==> config.mk <==
export PLATFORM = sky130hd
export DESIGN_NAME = ufic_ctrl
export DESIGN_NICKNAME = d
export VERILOG_FILES = /design/src/common/ufic_pkg.sv /design/src/rtl/ufic_ctrl.sv
export SDC_FILE = /design/constraint.sdc
export NUM_CORES = 1
export LEC_CHECK = 0
export BUFFER_PORTS_ARGS = -buffer_cell sky130_fd_sc_hd__buf_4
export CORE_MARGIN = 2
export CORE_UTILIZATION = 41
export CTS_CLUSTER_DIAMETER = 60
export CTS_CLUSTER_SIZE = 24
export DETAILED_ROUTE_END_ITERATION = 8
export GPL_TIMING_DRIVEN = 0
export PLACE_DENSITY = 0.83
export SLEW_MARGIN = 25
export SYNTH_ARGS = -nofsm -noshare
export SYNTH_HDL_FRONTEND = slang
export SYNTH_SLANG_ARGS = --single-unit
==> constraint.sdc <==
create_clock -name clk -period 2.1 [get_ports clk]
set_input_delay 0.525 -clock clk [delete_from_list [all_inputs] [get_ports clk]]
set_output_delay 0.525 -clock clk [all_outputs]
set_load 0.1 [all_outputs]
==> src/common/ufic_pkg.sv <==
package ufic_pkg;

   // ----------------------------------------
   // Register byte offsets
   // ----------------------------------------
   localparam logic [7:0] UFIC_FIFO_CTRL_OFS = 8'h00;
   localparam logic [7:0] UFIC_IRQ_STATUS_OFS = 8'h04;
   localparam logic [7:0] UFIC_SRC_EN_OFS = 8'h08;
   localparam logic [7:0] UFIC_EVT_STS_OFS = 8'h0C;
   localparam logic [7:0] UFIC_EVT_MASK_OFS = 8'h10;

   // ----------------------------------------
   // Field positions of fifo_ctrl
   // ----------------------------------------
   localparam int UFIC_FC_EN_BIT = 0;
   localparam int UFIC_FC_RXCLR_BIT = 1;
   localparam int UFIC_FC_TXCLR_BIT = 2;
   localparam int UFIC_FC_DMA_BIT = 3;
   localparam int UFIC_FC_TRIG_LSB = 6;

   // ----------------------------------------
   // Receive trigger levels
   // ----------------------------------------
   localparam logic [4:0] UFIC_TRIG_L0 = 5'h01;
   localparam logic [4:0] UFIC_TRIG_L1 = 5'h04;
   localparam logic [4:0] UFIC_TRIG_L2 = 5'h08;
   localparam logic [4:0] UFIC_TRIG_L3 = 5'h0E;

   // ----------------------------------------
   // irq_status bits 3:0 codes
   // ----------------------------------------
   localparam logic [3:0] UFIC_CODE_NONE = 4'h1;
   localparam logic [3:0] UFIC_CODE_LINE = 4'h6;
   localparam logic [3:0] UFIC_CODE_RXDATA = 4'h4;
   localparam logic [3:0] UFIC_CODE_RXTMO = 4'hC;
   localparam logic [3:0] UFIC_CODE_THRE = 4'h2;
   localparam logic [3:0] UFIC_CODE_MODEM = 4'h0;

   // ----------------------------------------
   // Source enable and event bit positions
   // ----------------------------------------
   localparam int UFIC_SRC_LINE = 0;
   localparam int UFIC_SRC_RX = 1;
   localparam int UFIC_SRC_THRE = 2;
   localparam int UFIC_SRC_MODEM = 3;
   localparam int UFIC_EVT_TXCLR = 0;
   localparam int UFIC_EVT_RXCLR = 1;
   localparam int UFIC_EVT_IGNORED = 2;
   localparam int UFIC_EVT_IRQ = 3;

   // ----------------------------------------
   // Reset values
   // ----------------------------------------
   localparam logic [3:0] UFIC_SRC_EN_RST = 4'h0;
   localparam logic [3:0] UFIC_EVT_MASK_RST = 4'h0;

   typedef enum logic [2:0] {
      UFIC_CUR_NONE = 3'b000,
      UFIC_CUR_LINE = 3'b001,
      UFIC_CUR_RXDATA = 3'b010,
      UFIC_CUR_RXTMO = 3'b011,
      UFIC_CUR_THRE = 3'b100,
      UFIC_CUR_MODEM = 3'b101
   } ufic_cur_t;

endpackage : ufic_pkg

==> src/rtl/ufic_ctrl.sv <==
// What this block does
// - A write with the transmit clear bit set empties the transmit FIFO for one cycle and the bit falls back to 0.
// - A write with the receive clear bit set empties the receive FIFO for one cycle and the bit falls back to 0.
// - Bit 0 of fifo_ctrl enables both FIFOs when 1 and is 0 after reset.
// - The other fifo_ctrl bits are taken only when bit 0 is written as 1 in the same write.
// - Trigger field codes 00, 01, 10, 11 select 1, 4, 8 and 14 characters.
// - An irq_status read returns the reported interrupt, latched as the highest pending level while psel is low, modem status being level 4 with code 000000.
// - While one interrupt is reported and unserviced no other source is taken.
// - A read of irq_status clears only the reported interrupt, so lower ones show next.
// - Receiver line status is level 1 with code 000110.
// - Receive data is level 2 with code 000100 and time-out with code 001100.
// - Transmit holding empty is level 3 with code 000010.
// - Bit 0 of irq_status is 0 while an interrupt is reported and 1 otherwise, 1 after reset.
// - Bits 7:6 of irq_status read 1 while the FIFOs are enabled, else 0.
// - Bits 5:4 of irq_status always read 0.
// - Bit 3 of fifo_ctrl selects DMA mode 1 when set, mode 0 by default.
// - With the FIFOs enabled the receive interrupt rises when the FIFO count equals the trigger level, otherwise when the count is not 0.
`timescale 1ns/1ps
`default_nettype none

module ufic_ctrl
   import ufic_pkg::*;
(
   input wire logic clk,
   input wire logic reset,
   input wire logic psel,
   input wire logic penable,
   input wire logic pwrite,
   input wire logic [7:0] paddr,
   input wire logic [31:0] pwdata,
   output logic [31:0] prdata,
   output logic pready,
   output logic pslverr,
   input wire logic lineErrPulse,
   input wire logic [4:0] rxFifoCount,
   input wire logic rxTimeoutPulse,
   input wire logic txHoldEmptyPulse,
   input wire logic modemChangePulse,
   output logic fifoEnable,
   output logic dmaMode,
   output logic [4:0] rxTriggerLevel,
   output logic txFifoClear,
   output logic rxFifoClear,
   output logic chanIrqReq,
   output logic irqOut
);

   // ----------------------------------------
   // State
   // ----------------------------------------
   typedef struct packed {
      logic fifoEn;
      logic dma;
      logic [1:0] trig;
      logic txClr;
      logic rxClr;
      logic pendLine;
      logic pendRx;
      logic pendTmo;
      logic pendThre;
      logic pendModem;
      ufic_cur_t cur;
      logic [3:0] srcEn;
      logic [3:0] evtSts;
      logic [3:0] evtMask;
      logic irqReq;
      logic [31:0] rdata;
   } ufic_state_t;

   ufic_state_t st_r;
   ufic_state_t st_nxt;

   // ----------------------------------------
   // Functions
   // ----------------------------------------
   function automatic logic [4:0] trig_level(input logic [1:0] sel);
      logic [4:0] lvl;
      lvl = UFIC_TRIG_L0;
      case (sel)
         2'b00: lvl = UFIC_TRIG_L0;
         2'b01: lvl = UFIC_TRIG_L1;
         2'b10: lvl = UFIC_TRIG_L2;
         default: lvl = UFIC_TRIG_L3;
      endcase
      return lvl;
   endfunction : trig_level

   function automatic logic [3:0] cur_code(input ufic_cur_t c);
      logic [3:0] code;
      code = UFIC_CODE_NONE;
      case (c)
         UFIC_CUR_LINE: code = UFIC_CODE_LINE;
         UFIC_CUR_RXDATA: code = UFIC_CODE_RXDATA;
         UFIC_CUR_RXTMO: code = UFIC_CODE_RXTMO;
         UFIC_CUR_THRE: code = UFIC_CODE_THRE;
         UFIC_CUR_MODEM: code = UFIC_CODE_MODEM;
         default: code = UFIC_CODE_NONE;
      endcase
      return code;
   endfunction : cur_code

   function automatic logic is_mapped(input logic [7:0] a);
      logic hit;
      hit = 1'b0;
      if (a == UFIC_FIFO_CTRL_OFS)
      begin
         hit = 1'b1;
      end
      else if (a == UFIC_IRQ_STATUS_OFS)
      begin
         hit = 1'b1;
      end
      else if (a == UFIC_SRC_EN_OFS)
      begin
         hit = 1'b1;
      end
      else if (a == UFIC_EVT_STS_OFS)
      begin
         hit = 1'b1;
      end
      else if (a == UFIC_EVT_MASK_OFS)
      begin
         hit = 1'b1;
      end
      return hit;
   endfunction : is_mapped

   // ----------------------------------------
   // Next state
   // ----------------------------------------
   logic setupRd;
   logic accWr;
   logic accRd;
   logic [7:0] isrByte;
   logic [4:0] trigNow;
   logic rxHit;
   logic ovrEn;
   logic rxOn;

   always_comb
   begin
      st_nxt = st_r;
      setupRd = psel && !penable && !pwrite;
      accWr = psel && penable && pwrite && is_mapped(paddr);
      accRd = psel && penable && !pwrite && is_mapped(paddr);
      trigNow = trig_level(st_r.trig);
      isrByte = {st_r.fifoEn, st_r.fifoEn, 2'b00, cur_code(st_r.cur)};
      rxOn = st_r.srcEn[UFIC_SRC_RX];
      rxHit = st_r.fifoEn ? (rxFifoCount == trigNow)
         : (rxFifoCount != 5'h00);
      ovrEn = 1'b0;

      st_nxt.txClr = 1'b0;
      st_nxt.rxClr = 1'b0;

      // Register writes.
      if (accWr)
      begin
         if (paddr == UFIC_FIFO_CTRL_OFS)
         begin
            st_nxt.fifoEn = pwdata[UFIC_FC_EN_BIT];
            if (pwdata[UFIC_FC_EN_BIT])
            begin
               st_nxt.dma = pwdata[UFIC_FC_DMA_BIT];
               st_nxt.trig = pwdata[UFIC_FC_TRIG_LSB +: 2];
               st_nxt.txClr = pwdata[UFIC_FC_TXCLR_BIT];
               st_nxt.rxClr = pwdata[UFIC_FC_RXCLR_BIT];
            end
            else
            begin
               ovrEn = (pwdata[7:1] != 7'h00);
            end
         end
         else if (paddr == UFIC_SRC_EN_OFS)
         begin
            st_nxt.srcEn = pwdata[3:0];
         end
         else if (paddr == UFIC_EVT_MASK_OFS)
         begin
            st_nxt.evtMask = pwdata[3:0];
         end
      end

      // Pending sources; a new event wins over a read clear.
      if (accRd && paddr == UFIC_IRQ_STATUS_OFS)
      begin
         case (st_r.cur)
            UFIC_CUR_LINE: st_nxt.pendLine = 1'b0;
            UFIC_CUR_RXDATA: st_nxt.pendRx = 1'b0;
            UFIC_CUR_RXTMO: st_nxt.pendTmo = 1'b0;
            UFIC_CUR_THRE: st_nxt.pendThre = 1'b0;
            UFIC_CUR_MODEM: st_nxt.pendModem = 1'b0;
            default: st_nxt.pendLine = st_r.pendLine;
         endcase
      end
      if (rxFifoCount < trigNow && st_r.fifoEn)
      begin
         st_nxt.pendRx = 1'b0;
      end
      if (lineErrPulse && st_r.srcEn[UFIC_SRC_LINE])
      begin
         st_nxt.pendLine = 1'b1;
      end
      if (rxHit && rxOn)
      begin
         st_nxt.pendRx = 1'b1;
      end
      if (rxTimeoutPulse && rxOn)
      begin
         st_nxt.pendTmo = 1'b1;
      end
      if (txHoldEmptyPulse && st_r.srcEn[UFIC_SRC_THRE])
      begin
         st_nxt.pendThre = 1'b1;
      end
      if (modemChangePulse && st_r.srcEn[UFIC_SRC_MODEM])
      begin
         st_nxt.pendModem = 1'b1;
      end

      // Reported interrupt latch.
      case (st_r.cur)
         UFIC_CUR_NONE:
         begin
            if (psel)
            begin
               st_nxt.cur = UFIC_CUR_NONE;
            end
            else if (st_r.pendLine)
            begin
               st_nxt.cur = UFIC_CUR_LINE;
            end
            else if (st_r.pendRx)
            begin
               st_nxt.cur = UFIC_CUR_RXDATA;
            end
            else if (st_r.pendTmo)
            begin
               st_nxt.cur = UFIC_CUR_RXTMO;
            end
            else if (st_r.pendThre)
            begin
               st_nxt.cur = UFIC_CUR_THRE;
            end
            else if (st_r.pendModem)
            begin
               st_nxt.cur = UFIC_CUR_MODEM;
            end
         end
         default:
         begin
            if (accRd && paddr == UFIC_IRQ_STATUS_OFS)
            begin
               st_nxt.cur = UFIC_CUR_NONE;
            end
            else if (st_r.cur == UFIC_CUR_RXDATA && !st_nxt.pendRx)
            begin
               st_nxt.cur = UFIC_CUR_NONE;
            end
         end
      endcase

      st_nxt.irqReq = (st_nxt.cur != UFIC_CUR_NONE);

      // Event status, cleared by a read; a new event wins.
      if (accRd && paddr == UFIC_EVT_STS_OFS)
      begin
         st_nxt.evtSts = 4'h0;
      end
      if (st_nxt.txClr)
      begin
         st_nxt.evtSts[UFIC_EVT_TXCLR] = 1'b1;
      end
      if (st_nxt.rxClr)
      begin
         st_nxt.evtSts[UFIC_EVT_RXCLR] = 1'b1;
      end
      if (ovrEn)
      begin
         st_nxt.evtSts[UFIC_EVT_IGNORED] = 1'b1;
      end
      if (st_nxt.irqReq && !st_r.irqReq)
      begin
         st_nxt.evtSts[UFIC_EVT_IRQ] = 1'b1;
      end

      // Read data captured in the setup cycle.
      if (setupRd)
      begin
         st_nxt.rdata = 32'h0000_0000;
         if (paddr == UFIC_IRQ_STATUS_OFS)
         begin
            st_nxt.rdata = {24'h00_0000, isrByte};
         end
         else if (paddr == UFIC_SRC_EN_OFS)
         begin
            st_nxt.rdata = {28'h000_0000, st_r.srcEn};
         end
         else if (paddr == UFIC_EVT_STS_OFS)
         begin
            st_nxt.rdata = {28'h000_0000, st_r.evtSts};
         end
         else if (paddr == UFIC_EVT_MASK_OFS)
         begin
            st_nxt.rdata = {28'h000_0000, st_r.evtMask};
         end
      end
   end

   // ----------------------------------------
   // Registers
   // ----------------------------------------
   always_ff @(posedge clk)
   begin
      if (reset)
      begin
         st_r <= '0;
         st_r.cur <= UFIC_CUR_NONE;
         st_r.srcEn <= UFIC_SRC_EN_RST;
         st_r.evtMask <= UFIC_EVT_MASK_RST;
      end
      else
      begin
         st_r <= st_nxt;
      end
   end

   // ----------------------------------------
   // Outputs
   // ----------------------------------------
   assign pready = psel && penable;
   assign pslverr = psel && penable && !is_mapped(paddr);
   assign prdata = st_r.rdata;
   assign fifoEnable = st_r.fifoEn;
   assign dmaMode = st_r.dma;
   assign rxTriggerLevel = trig_level(st_r.trig);
   assign txFifoClear = st_r.txClr;
   assign rxFifoClear = st_r.rxClr;
   assign chanIrqReq = st_r.irqReq;
   assign irqOut = |(st_r.evtSts & st_r.evtMask);

endmodule : ufic_ctrl

`default_nettype wire

# Yosys cells after proc, flatten, opt, wreduce, memory -nomap -nowiden
# Index checks and enable logic that the tools add are counted.
# W data, S select, Z words.
[word_totals]
reg_bits = 59
ram_bits = 0
in_bits = 54
out_inout_bits = 45
romBits = 0
n_memories = 0
word_cells = 129
latchBits = 0
[op_classes]
div = 0
n_eq_ne = 12
n_reduce_logical = 50
n_bitwise = 3
shifts = 0
order_cmp = 1
n_mux = 44
addsub = 0
multipliers = 0
[op_table]
columns = ["cell", "count"]
rows = [
  ["$mux W3", 9],
  ["$mux W1", 24],
  ["$reduce_bool A2 Y1", 12],
  ["$pmux W4 S5", 1],
  ["$logic_and A1 B1 Y1", 18],
  ["$eq A8 B4 Y1 const B", 2],
  ["$mux W4", 4],
  ["$pmux W4 S3", 1],
  ["$reduce_and A2 Y1", 5],
  ["$eq A8 B3 Y1 const B", 1],
  ["$eq A8 B5 Y1 const B", 1],
  ["$logic_not A8 Y1", 1],
  ["$mux W8", 1],
  ["$reduce_bool A7 Y1", 1],
  ["$eq A3 B2 Y1 const B", 2],
  ["$eq A3 B3 Y1 const B", 2],
  ["$mux W2", 3],
  ["$reduce_and A3 Y1", 2],
  ["$eq A5 B5 Y1", 1],
  ["$logic_not A1 Y1", 5],
  ["$lt A5 B5 Y1", 1],
  ["$mux W5", 1],
  ["$reduce_bool A5 Y1", 1],
  ["$and A4 B4 Y4", 1],
  ["9 further kinds", 10],
]

# Depth between registers and ports, before layout
# Gate-level depths: netlist of the first run.
[depth]
depth_word = 19
ltp_mapped = 7
depth_no_buf = 7

# Worst setup path after synthesis of the first run
# No wires, ideal clock.
[synth_path]
path_kind = "register to register"
from = "reg st_r[55] in the netlist's numbering"
to = "reg st_r[40] in the netlist's numbering"
path_buffers = 0
required_ns = 1.946
synth_period_minus_slack_ns = 3.128
stages_incl_launch_ff = 7
setup_ns = 0.154
arrival_time_ns = 2.974
slack_ns = -1.028
path_cell_list = "dfxtp_1 -> nor2_1 -> ha_1 -> or3b_2 -> a21oi_1 -> o311ai_0 -> a41oi_1"
[synth_via]
elab_chain_len = 14
elab_cells_between_ends = 20
cone_classes = "order compare (1); eq/ne (3); mux (8); reduce/logical (8)"
[synth_rtl]
columns = ["element", "line_no", "source"]
rows = [
  ["start: declaration", "ufic_ctrl.sv:70", "ufic_state_t st_r;"],
  ["start signal: assignment", "ufic_ctrl.sv:324", "st_r <= st_nxt;"],
  ["$eq A2 B2 Y1 (tied with other cells)", "--", ""],
  ["$pmux W4 S3 *", "--", ""],
  ["via rxTriggerLevel[0]", "ufic_ctrl.sv:41", "output logic [4:0] rxTriggerLevel,"],
  ["$lt A5 B5 Y1 or $eq A5 B5 Y1 (tied branches)", "ufic_ctrl.sv:196, ufic_ctrl.sv:149", ""],
  ["$logic_and A1 B1 Y1 or $mux W1 (tied branches)", "ufic_ctrl.sv:196, ufic_ctrl.sv:149", ""],
  ["$mux W1 or $logic_and A1 B1 Y1 (tied branches)", "ufic_ctrl.sv:196, ufic_ctrl.sv:204", ""],
  ["$mux W1 *", "ufic_ctrl.sv:204", "if (rxHit && rxOn)"],
  ["$logic_not A1 Y1 *", "ufic_ctrl.sv:256", "else if (st_r.cur == UFIC_CUR_RXDATA && !st_nxt.pendRx)"],
  ["$logic_and A1 B1 Y1 *", "ufic_ctrl.sv:256", ""],
  ["$mux W3 *", "ufic_ctrl.sv:256", ""],
  ["$mux W3 *", "ufic_ctrl.sv:252", "if (accRd && paddr == UFIC_IRQ_STATUS_OFS)"],
  ["$mux W3 *", "ufic_ctrl.sv:222", "case (st_r.cur)"],
  ["$reduce_bool A3 Y1 *", "ufic_ctrl.sv:263", "st_nxt.irqReq = (st_nxt.cur != UFIC_CUR_NONE);"],
  ["$logic_and A1 B1 Y1 *", "ufic_ctrl.sv:282", "if (st_nxt.irqReq && !st_r.irqReq)"],
  ["$mux W1 or $reduce_bool A2 Y1 (tied branches)", "--", ""],
]
# The timed path passes the listed nets; every way through them passes the cells marked *.
# A chain may end at the register's enable or synchronous reset.

# Worst setup path after layout of the first run
[layout_path]
from = "in paddr[7]"
to = "reg st_r[40] in the netlist's numbering"
[layout_via]
elab_chain_len = 19
elab_cells_between_ends = 25
cone_classes = "eq/ne (4); mux (12); reduce/logical (9)"
[layout_rtl]
columns = ["element", "line_no", "source"]
rows = [
  ["start: declaration", "ufic_ctrl.sv:29", "input wire logic [7:0] paddr,"],
  ["$eq A8 B5 Y1", "ufic_ctrl.sv:121", "else if (a == UFIC_EVT_MASK_OFS)"],
  ["$mux W1", "ufic_ctrl.sv:121", ""],
  ["$mux W1", "ufic_ctrl.sv:117", "else if (a == UFIC_EVT_STS_OFS)"],
  ["$mux W1", "ufic_ctrl.sv:113", "else if (a == UFIC_SRC_EN_OFS)"],
  ["$mux W1", "ufic_ctrl.sv:109", "else if (a == UFIC_IRQ_STATUS_OFS)"],
  ["$mux W1", "ufic_ctrl.sv:105", "if (a == UFIC_FIFO_CTRL_OFS)"],
  ["$logic_and A1 B1 Y1", "ufic_ctrl.sv:145", "accRd = psel && penable && !pwrite && is_mapped(paddr);"],
  ["$logic_and A1 B1 Y1", "ufic_ctrl.sv:185, ufic_ctrl.sv:252", ""],
  ["(+3 left out)", "--", ""],
  ["$logic_not A1 Y1", "ufic_ctrl.sv:256", ""],
  ["$logic_and A1 B1 Y1", "ufic_ctrl.sv:256", ""],
  ["$mux W3", "ufic_ctrl.sv:256", ""],
  ["$mux W3", "ufic_ctrl.sv:252", ""],
  ["$mux W3", "ufic_ctrl.sv:222", ""],
  ["$reduce_bool A3 Y1", "ufic_ctrl.sv:263", ""],
  ["$logic_and A1 B1 Y1", "ufic_ctrl.sv:282", ""],
  ["$mux W1 or $reduce_bool A2 Y1 (tied branches)", "--", ""],
]
# Several ways; a longest one is shown, not always the timed one. The select of a mux whose other input is x is not followed.

==> metrics.csv, run 1 <==
stage,metric,value,unit
outcome,status,"complete, but fails checks",
outcome,failing checks,setup timing,
drt,routed vias,2042,
timing,unrepaired setup endpoints after global routing,true,
setup_path,CP most frequent cell,or4_4,
grt,first-pass GRT wire length,8460,um
grt,initial antenna violation count,0,
setup_path,CP max FO,5,
flow_run,max_cap viols,0,
setup_path,Reg-to-Reg End,st_r[40],
floorplan,# IOs,99,
clock_tree,Hold Buf Count CTS,0,
floorplan,Die W,73.2,um
floorplan,Std-Cell Rows,25,
setup_path,critical path type,primary input to flip-flop,
drt,DRC,0,
setup_path,Worst path max stage delay,0.58,ns
layout,most frequent cells in the layout,"buf_4, dfxtp_1, conb_1, nand2_1, a21oi_1",
setup_path,Worst Setup EP,st_r[40],
timing,min Tclk post-route,2.15,ns
timing,worst-margin pin slew,0.702,ns
setup_path,worst endpoint required time,2.23,ns
timing,Fin Hold WS,0.455,ns
min_path,Cells on Worst Hold Path,2,
drt,via density per instance,5.36,
clock_tree,clock sink count,32,
clock_tree,CTS Buf Count,5,
synthesis,"FF+latch count, synth",32,
grt,GRT Overall Usage,0.208,
synthesis,"Top FF cell, synth",dfxtp_1,
floorplan,DIE HEIGHT,73.2,um
drt,Antenna Violating Nets Remaining,0,
setup_path,Worst setup SP type,primary input,
drt,drt pass-1 iters,6,
layout,P&R area growth vs syn,38.6,%
floorplan,DIE AREA,0.00535,sq mm
clock_tree,H-tree depth,2,
setup_path,Worst EP arrival,2.29,ns
drt,Post-Route WL,5520,um
synthesis,Ys Warns,0,
synthesis,Mapped Avg Cell Area,8.04,sq um
grt,largest net degree at the start of global routing,11,
timing,Final Cycle Share,1.03,
drt,Routed WL per cell,14.5,um
drt,number of DRC markers in iteration 0,187,
floorplan,total core area,0.00466,sq mm
setup_path,"Cell Chain, Critical Path",buf_6 > or4_4 > or4_4 > nor2b_4 > a211oi_4 > a41oi_2,
clock_tree,"CTS clk-pin slew, worst paths",0.07,ns
layout,share of cells above drive strength 1,0.361,
place,PortBufs,46,
layout,"Net count, final",385,
setup_path,"Max stage delay cell, worst path",or4_4,
floorplan,Initial Util,0.421,
setup_path,Worst setup EP type,flip-flop,
setup_path,worst reg2reg path depth,5,
synthesis,synthesized area,0.00196,sq mm
power,Power Total,1580,uW
synthesis,Post-Syn Instances,244,
layout,"commonest non-fill, non-tap cell in the layout",buf_4,
setup_path,flop-to-flop setup slack,0.01,ns
place,pre-CTS WS,-0.397,ns
place,DP HPWL,3850,um
power,Peak supply drop,0.000390,V
clock_tree,clock root buffer master,clkbuf_8,
min_path,Min-Delay Path Class,flip-flop to flip-flop,
setup_path,reg-to-reg startpoint,st_r[45],
timing,worst setup margin,-0.0537,ns
clock_tree,worst skew pair latency,0.29,ns
layout,fillers,430,
place,final RePlAce weighted congestion,0.885,
timing,clock skew,0.00528,ns
clock_tree,Clock Tree Buf Depth,2,
setup_path,CP Launch Point,paddr[7],
timing,count of pins over their slew limit,0,
timing,final setup violation count,2,
grt,GRT Residual Overflow,0,
power,LEAKAGE,0.00119,uW
timing,fmax,464,MHz
power,Cell Pwr Density,582,mW/mm^2
synthesis,Post-synth EDFFs,0,
synthesis,register area share after synthesis,0.327,
timing,final hold viol count,0,
layout,antenna diode count,0,
grt,vias in the first global route,1790,
synthesis,"Distinct cells, synth",47,
timing,Worst slew margin,0.530,
synthesis,"FFs w/ async S/R, synth",0,
clock_tree,CTS tree,done,
kinds of logic after synthesis:
logic type / share of synthesized area
and+or+nand+nor: 0.240
AOI/OAI and AO/OA: 0.205
buffers and inverters: 0.165
DFF: 0.327
muxes: 0.0319
adders and majority gates: 0.0255
other: 0.00191
xor gates and xnor gates: 0.00447
report_power, final:
part	switching, uW	internal, uW	leakage (uW)
Clock	231	292	0.0000503
Sequential	1.95	611	0.000260
Combinational	335	113	0.000881
metrics by stage:
step	cell area (sq um)	utilization	std cells	setup TNS [ns]
6_report	2720	0.583	381	-0.0622
5_1_grt	2720	0.583	381	-0.180
4_1_cts	2660	0.571	380	-0.152
3_5_place_dp	2500	0.536	370	-4.54
3_3_place_gp	2490	0.535	370	-4.33
2_1_floorplan	2080	-	270	-0.385
final cells by class:
type                            count  area [sq um]  share of cell area
Multi-Input combinational cell    185          1180               0.435
Clock buffer                        7          96.3              0.0354
Tap cell                           54          67.6              0.0249
Timing Repair Buffer               50           399               0.147
Sequential cell                    32           644               0.237
Inverter                            9          33.8              0.0124
Buffer                             44           294               0.108
critical path, delay by kind of cell:
kind	cells	cell delay, ns
buffers and inverters	1	0.09
AOI/OAI and AO/OA	2	0.42
and+or+nand+nor	3	1.25
how the worst min path moves through the flow:
| stage | startpoint | to | slack, ns |
|---|---|---|---|
| 5_1_grt | rxTimeoutPulse | st_r[50] | 0.49 |
| 6_report | dmaMode | dmaMode | 0.45 |
| 3_5_place_dp | dmaMode | dmaMode | 0.45 |
| 3_3_place_gp | dmaMode | dmaMode | 0.44 |
| 2_1_floorplan | st_r[39] | st_r[39] | 0.44 |
| 4_1_cts | dmaMode | dmaMode | 0.46 |
per-layer routing:
metal  track usage  share of wire
met5             0              0
met4        0.0844          0.013
met2         0.333           0.49
met1         0.260           0.42
met3        0.0622          0.078
cell usage after synthesis (6+ instances only):
cell      count  area, sq um
nor2_1       19         71.3
nand2_1      22         82.6
buf_4        33          248
a21oi_1      23          115
inv_1         9         33.8
clkbuf_1     10         37.5
dfxtp_1      32          641
o21ai_0       6         30.0
nor3_1        6         30.0
a22oi_1       8         60.1
nand3_1       7         35.0
repair_timing:
action / in CTS / in global routing
buffers inserted: 3 / 1
endpoints found under the setup margin: 3 / 13
resized for setup: 10 / 12
cloned: 0 / 0
pin swaps: 5 / 4
flip-flops by register name, summed over array words and instances, names as in the netlist:
| name | cells |
|---|---|
| st_r | 21 |
| dmaMode | 1 |
| fifoEnable | 1 |
| rxOn | 1 |
| prdata | 5 |
| txFifoClear | 1 |
| rxFifoClear | 1 |
| chanIrqReq | 1 |
(Power assumes the default switching activity.)
==> inputs of run 2 (changes only) <==
- CORE_MARGIN: 2 -> 10
- HOLD_SLACK_MARGIN: default -> 0.08
- REMOVE_ABC_BUFFERS: default -> 1
==> metrics.csv, run 2 (same netlist as run 1, synthesis figures left out) <==
stage,metric,value,unit,change
outcome,status,"complete, but fails checks",,unchanged
outcome,failing checks,setup timing,,unchanged
power,LEAKAGE,0.000986,uW,was 0.00119 uW
setup_path,critical path type,primary input to primary output,,was primary input to flip-flop
clock_tree,Clock Tree Buf Depth,2,,unchanged
drt,Post-Route WL,5300,um,was 5520 um
setup_path,CP max FO,6,,was 5
floorplan,total core area,0.00469,sq mm,was 0.00466 sq mm
timing,unrepaired setup endpoints after global routing,true,,unchanged
drt,number of DRC markers in iteration 0,184,,was 187
drt,routed vias,1829,,was 2042
grt,largest net degree at the start of global routing,34,,was 11
layout,P&R area growth vs syn,22.3,%,was 38.6%
floorplan,Initial Util,0.418,,was 0.421
timing,final setup violation count,1,,was 2
layout,Largest register FFs,21,,unchanged
floorplan,Std-Cell Rows,25,,unchanged
grt,initial antenna violation count,0,,unchanged
clock_tree,worst skew pair latency,0.30,ns,was 0.29 ns
layout,"commonest non-fill, non-tap cell in the layout",buf_4,,unchanged
grt,first-pass GRT wire length,7790,um,was 8460 um
min_path,Min-Delay Path Class,flip-flop to flip-flop,,unchanged
drt,Antenna Violating Nets Remaining,0,,unchanged
timing,Worst slew margin,0.555,,was 0.530
place,DP HPWL,3990,um,was 3850 um
power,Peak supply drop,0.000396,V,was 0.000390 V
floorplan,Die W,89.2,um,was 73.2 um
layout,largest reg by FF count,st_r,,unchanged
timing,Fin Hold WS,0.471,ns,was 0.455 ns
timing,worst setup margin,-0.0251,ns,was -0.0537 ns
grt,vias in the first global route,1675,,was 1790
floorplan,# IOs,99,,unchanged
clock_tree,Hold Buf Count CTS,0,,unchanged
setup_path,Worst setup EP type,primary output,,was flip-flop
drt,Routed WL per cell,15.7,um,was 14.5 um
clock_tree,CTS Buf Count,5,,unchanged
clock_tree,clock root buffer master,clkbuf_8,,unchanged
drt,drt pass-1 iters,4,,was 6
drt,via density per instance,5.43,,was 5.36
place,final RePlAce weighted congestion,0.896,,was 0.885
setup_path,worst endpoint required time,1.57,ns,was 2.23 ns
layout,footprint of the multi-input gates,0.00116,sq mm,was 0.00118 sq mm
clock_tree,H-tree depth,2,,unchanged
timing,Final Cycle Share,1.01,,was 1.03
layout,most frequent cells in the layout,"buf_4, dfxtp_1, conb_1, nand2_1, a21oi_1",,unchanged
clock_tree,clock sink count,32,,unchanged
layout,antenna diode count,0,,unchanged
grt,GRT Overall Usage,0.124,,was 0.208
timing,worst-margin pin slew,0.666,ns,was 0.702 ns
place,PortBufs,47,,was 46
timing,clock skew,0.0100,ns,was 0.00528 ns
layout,"Net count, final",340,,was 385
power,Cell Pwr Density,664,mW/mm^2,was 582 mW/mm^2
flow_run,max_cap viols,0,,unchanged
floorplan,DIE HEIGHT,89.2,um,was 73.2 um
setup_path,Worst setup SP type,primary input,,unchanged
grt,GRT Residual Overflow,0,,unchanged
timing,count of pins over their slew limit,0,,unchanged
layout,FF+latch area,642,sq um,was 644 sq um
floorplan,DIE AREA,0.00795,sq mm,was 0.00535 sq mm
timing,min Tclk post-route,2.13,ns,was 2.15 ns
layout,"Core Util, Final",0.511,,was 0.583
timing,final hold viol count,0,,unchanged
clock_tree,"CTS clk-pin slew, worst paths",0.07,ns,about the same
clock_tree,CTS tree,done,,unchanged
layout,fillers,457,,was 430
timing,fmax,471,MHz,was 464 MHz
drt,DRC,0,,unchanged
setup_path,Worst EP arrival,1.60,ns,was 2.29 ns
layout,share of cells above drive strength 1,0.276,,was 0.361
==> run 2: final timing paths <==
kind / from / to / slack, ns / cells past startpoint
setup reg to reg: st_r[47] / st_r[40] / 0.09 / 5
setup / recovery: paddr[7] / pslverr / -0.03 / 5
hold / removal: st_r[43] / st_r[49] / 0.47 / 2
hold reg to reg: st_r[43] / st_r[49] / 0.47 / 2
==> run 2: power breakdown <==
| part | leakage (uW) | switching, uW | internal, uW |
|---|---|---|---|
| clock network | 0.0000552 | 235 | 352 |
| logic | 0.000672 | 322 | 70.9 |
| registers | 0.000259 | 1.97 | 611 |
==> run 2: what timing repair did <==
| item | 4_1_cts | 5_1_grt |
|---|---|---|
| hold endpoints to repair | 0 | 0 |
| resized for setup | 8 | 10 |
| setup buffers | 0 | 2 |
| pin swaps | 4 | 6 |
| setup endpoints to repair | 4 | 12 |
==> run 2: stage by stage <==
stage | total power (uW) | instances | TNS, ns | instance area [sq um] | setup slack (ns)
finish | 1590 | 337 | -0.0251 | 2400 | -0.0251
global route | 1640 | 337 | -0.207 | 2400 | -0.0524
CTS | 1590 | 335 | -0.0367 | 2320 | -0.0367
detailed placement | 1010 | 327 | -5.39 | 2190 | -0.427
global placement | 1000 | 327 | -4.81 | 2190 | -0.408
floorplan | 919 | 226 | -6.87 | 1770 | -1.52
==> run 2: cell type report <==
type / count / share of cell area
inverters: 9 / 0.0141
flip-flops and latches: 32 / 0.268
repair buffers: 49 / 0.163
clock buffers: 6 / 0.0303
well taps: 54 / 0.0282
multi-input cells: 185 / 0.482
clock inverters: 2 / 0.0146
==> run 2: per-layer routing <==
metal	routed length [um]	share of wire	global-route usage
met1	2230	0.42	0.149
met2	2470	0.47	0.197
met3	544	0.10	0.0428
met4	57	0.011	0.0535
met5	0	0	0
==> run 2: worst max-delay path, stage by stage <==
cell	delay, ns
buf_6	0.09
or4_4	0.59
nor2_4	0.15
a21oi_4	0.07
buf_12	0.17
==> inputs of run 3 (changes only) <==
- ABC_AREA: default -> 1
- RECOVER_POWER: default -> 100
==> metrics.csv, run 3 <==
stage,metric,value,unit,change
outcome,status,finished clean,,"was complete, but fails checks"
drt,routed vias,1907,,was 1829
layout,"commonest non-fill, non-tap cell in the layout",nand2_1,,was buf_4
synthesis,register area share after synthesis,0.327,,about the same
grt,first-pass GRT wire length,8290,um,was 7790 um
floorplan,DIE AREA,0.00794,sq mm,was 0.00795 sq mm
synthesis,Ys Warns,0,,unchanged
synthesis,"FFs w/ async S/R, synth",0,,unchanged
synthesis,"Distinct cells, synth",30,,was 47
setup_path,critical path type,primary input to primary output,,unchanged
timing,unrepaired setup endpoints after global routing,false,,was true
clock_tree,Hold Buf Count CTS,0,,unchanged
drt,Antenna Violating Nets Remaining,0,,unchanged
clock_tree,Clock Tree Buf Depth,2,,unchanged
layout,largest reg by FF count,st_r,,unchanged
grt,initial antenna violation count,0,,unchanged
layout,"Net count, final",391,,was 340
drt,DRC,0,,unchanged
min_path,Min-Delay Path Class,flip-flop to flip-flop,,unchanged
setup_path,worst reg2reg path depth,14,,was 5
timing,final setup violation count,0,,was 1
layout,"Core Util, Final",0.489,,was 0.511
synthesis,synth cell count leaders,"nand2_1, nor2_1, buf_4, dfxtp_1, inv_1",,"was buf_4, dfxtp_1, a21oi_1, nand2_1, nor2_1"
timing,worst-margin pin slew,0.666,ns,about the same
synthesis,synthesized area,0.00196,sq mm,about the same
layout,antenna diode count,0,,unchanged
layout,Largest register FFs,21,,unchanged
setup_path,Worst EP arrival,1.50,ns,was 1.60 ns
power,Peak supply drop,0.000312,V,was 0.000396 V
setup_path,CP max FO,3,,was 6
place,DP HPWL,4120,um,was 3990 um
timing,count of pins over their slew limit,0,,unchanged
clock_tree,"CTS clk-pin slew, worst paths",0.06,ns,was 0.07 ns
clock_tree,H-tree depth,2,,unchanged
layout,P&R area growth vs syn,16.4,%,was 22.3%
place,final RePlAce weighted congestion,0.863,,was 0.896
drt,number of DRC markers in iteration 0,118,,was 184
timing,Final Cycle Share,0.963,,was 1.01
clock_tree,CTS tree,done,,unchanged
grt,vias in the first global route,1893,,was 1675
power,Cell Pwr Density,641,mW/mm^2,was 664 mW/mm^2
grt,GRT Overall Usage,0.133,,was 0.124
drt,via density per instance,4.91,,was 5.43
clock_tree,CTS Buf Count,5,,unchanged
drt,drt pass-1 iters,4,,unchanged
floorplan,# IOs,99,,unchanged
synthesis,main area contributors after synthesis,"dfxtp_1, buf_4, nand2_1",,"was dfxtp_1, buf_4, a21oi_1"
floorplan,Initial Util,0.420,,was 0.418
place,PortBufs,47,,unchanged
flow_run,max_cap viols,0,,unchanged
grt,GRT Residual Overflow,0,,unchanged
layout,most frequent cells in the layout,"nand2_1, nor2_1, dfxtp_1, inv_1, buf_4",,"was buf_4, dfxtp_1, conb_1, nand2_1, a21oi_1"
power,Power Total,1460,uW,was 1590 uW
synthesis,"area leader, netlist",dfxtp_1,,unchanged
setup_path,Worst setup EP type,primary output,,unchanged
floorplan,total core area,0.00466,sq mm,was 0.00469 sq mm
setup_path,worst endpoint required time,1.57,ns,about the same
timing,TNS Setup,0,ns,was -0.0251 ns
synthesis,"FF+latch count, synth",32,,unchanged
timing,fmax,495,MHz,was 471 MHz
timing,final hold viol count,0,,unchanged
power,LEAKAGE,0.00107,uW,was 0.000986 uW
clock_tree,clock sink count,32,,unchanged
synthesis,Mapped Avg Cell Area,6.85,sq um,was 8.04 sq um
floorplan,Die W,89.1,um,was 89.2 um
timing,clock skew,0.00548,ns,was 0.0100 ns
clock_tree,worst skew pair latency,0.28,ns,was 0.30 ns
floorplan,DIE HEIGHT,89.1,um,was 89.2 um
synthesis,Synth top area share,0.327,,about the same
synthesis,"Top FF cell, synth",dfxtp_1,,unchanged
synthesis,most frequent cell after synthesis,nand2_1,,was buf_4
setup_path,Worst setup SP type,primary input,,unchanged
synthesis,Post-Syn Instances,286,,was 244
synthesis,Post-synth EDFFs,0,,unchanged
floorplan,Std-Cell Rows,25,,unchanged
timing,min Tclk post-route,2.02,ns,was 2.13 ns
drt,Routed WL per cell,13.3,um,was 15.7 um
timing,Worst slew margin,0.553,,was 0.555
drt,Post-Route WL,5180,um,was 5300 um
grt,largest net degree at the start of global routing,17,,was 34
min_path,Cells on Worst Hold Path,2,,unchanged
clock_tree,clock root buffer master,clkbuf_8,,unchanged
layout,share of cells above drive strength 1,0.198,,was 0.276
==> run 3: cell count changes after synthesis, sizes merged, moves of 4 or more <==
cell / previous run / this run
nand2: 22 / 63
nor2: 19 / 41
inv: 9 / 29
o21ai: 6 / 15
a22oi: 8 / 0
nand3: 7 / 15
clkbuf: 11 / 5
nand4: 1 / 7
a21o: 4 / 0
mux2i: 4 / 0
nand2b: 4 / 0
nor2b: 4 / 0
or3b: 4 / 0
==> run 3: timing repair <==
action / 4_1_cts / 5_1_grt
pin swaps: 4 / 3
setup buffers: 3 / 3
gates resized for setup: 2 / 4
setup endpoints to repair: 1 / 1
==> run 3: area by class of cell <==
type / instances / area, sq um
Clock buffer: 8 / 90.1
Fill cell: 470 / 2380
Inverter: 29 / 109
Multi-Input combinational cell: 212 / 1030
Sequential cell: 32 / 641
Tap cell: 54 / 67.6
Timing Repair Buffer: 53 / 340
==> run 3: worst paths after layout <==
path	from	endpoint	slack, ns
max	paddr[1]	pslverr	0.08
min	st_r[44]	st_r[48]	0.47
max reg2reg	st_r[56]	st_r[40]	0.39
min reg2reg	st_r[44]	st_r[48]	0.47
==> run 3: cell families (layout without fill, tap and decap cells) <==
| group | Yosys count | after routing | synth area share |
|---|---|---|---|
| and+or+nand+nor | 139 | 139 | 0.328 |
| AOI/OAI and AO/OA | 42 | 42 | 0.119 |
| adders and majority gates | 4 | 4 | 0.0256 |
| buffers and inverters | 68 | 90 | 0.197 |
| DFF | 32 | 32 | 0.327 |
| other | 1 | 27 | 0.00192 |
==> run 3: critical path: stages <==
cell and delay, ns:
buf_4 0.09, nor2_4 0.03, buf_4 0.13, nand2_1 0.10, nor2_4 0.06, nor2_2 0.13, nand2_2 0.07, nor2_1 0.11
buf_6 0.24
==> run 3: through the flow <==
step	area [sq um]	instances	hold WS (ns)	setup WS, ns
floorplan	1780	273	0.430	-1.17
global placement	2200	374	0.454	-0.226
CTS	2320	385	0.471	0.00514
finish	2280	388	0.465	0.0783
detailed placement	2200	374	0.463	-0.259
global route	2280	388	0.489	0.00346
==> run 3: power by group <==
part | switching [uW] | internal [uW] | total [uW] | leakage, uW
registers | 1.89 | 610 | 612 | 0.000258
logic | 314 | 54.6 | 368 | 0.000765
clock network | 213 | 267 | 480 | 0.0000455
==> run 3: per-layer routing <==
layer  global-route usage  part of all wire
met5                    0                 0
met3               0.0456             0.094
met1                0.144              0.41
met2                0.235              0.48
met4               0.0462             0.011
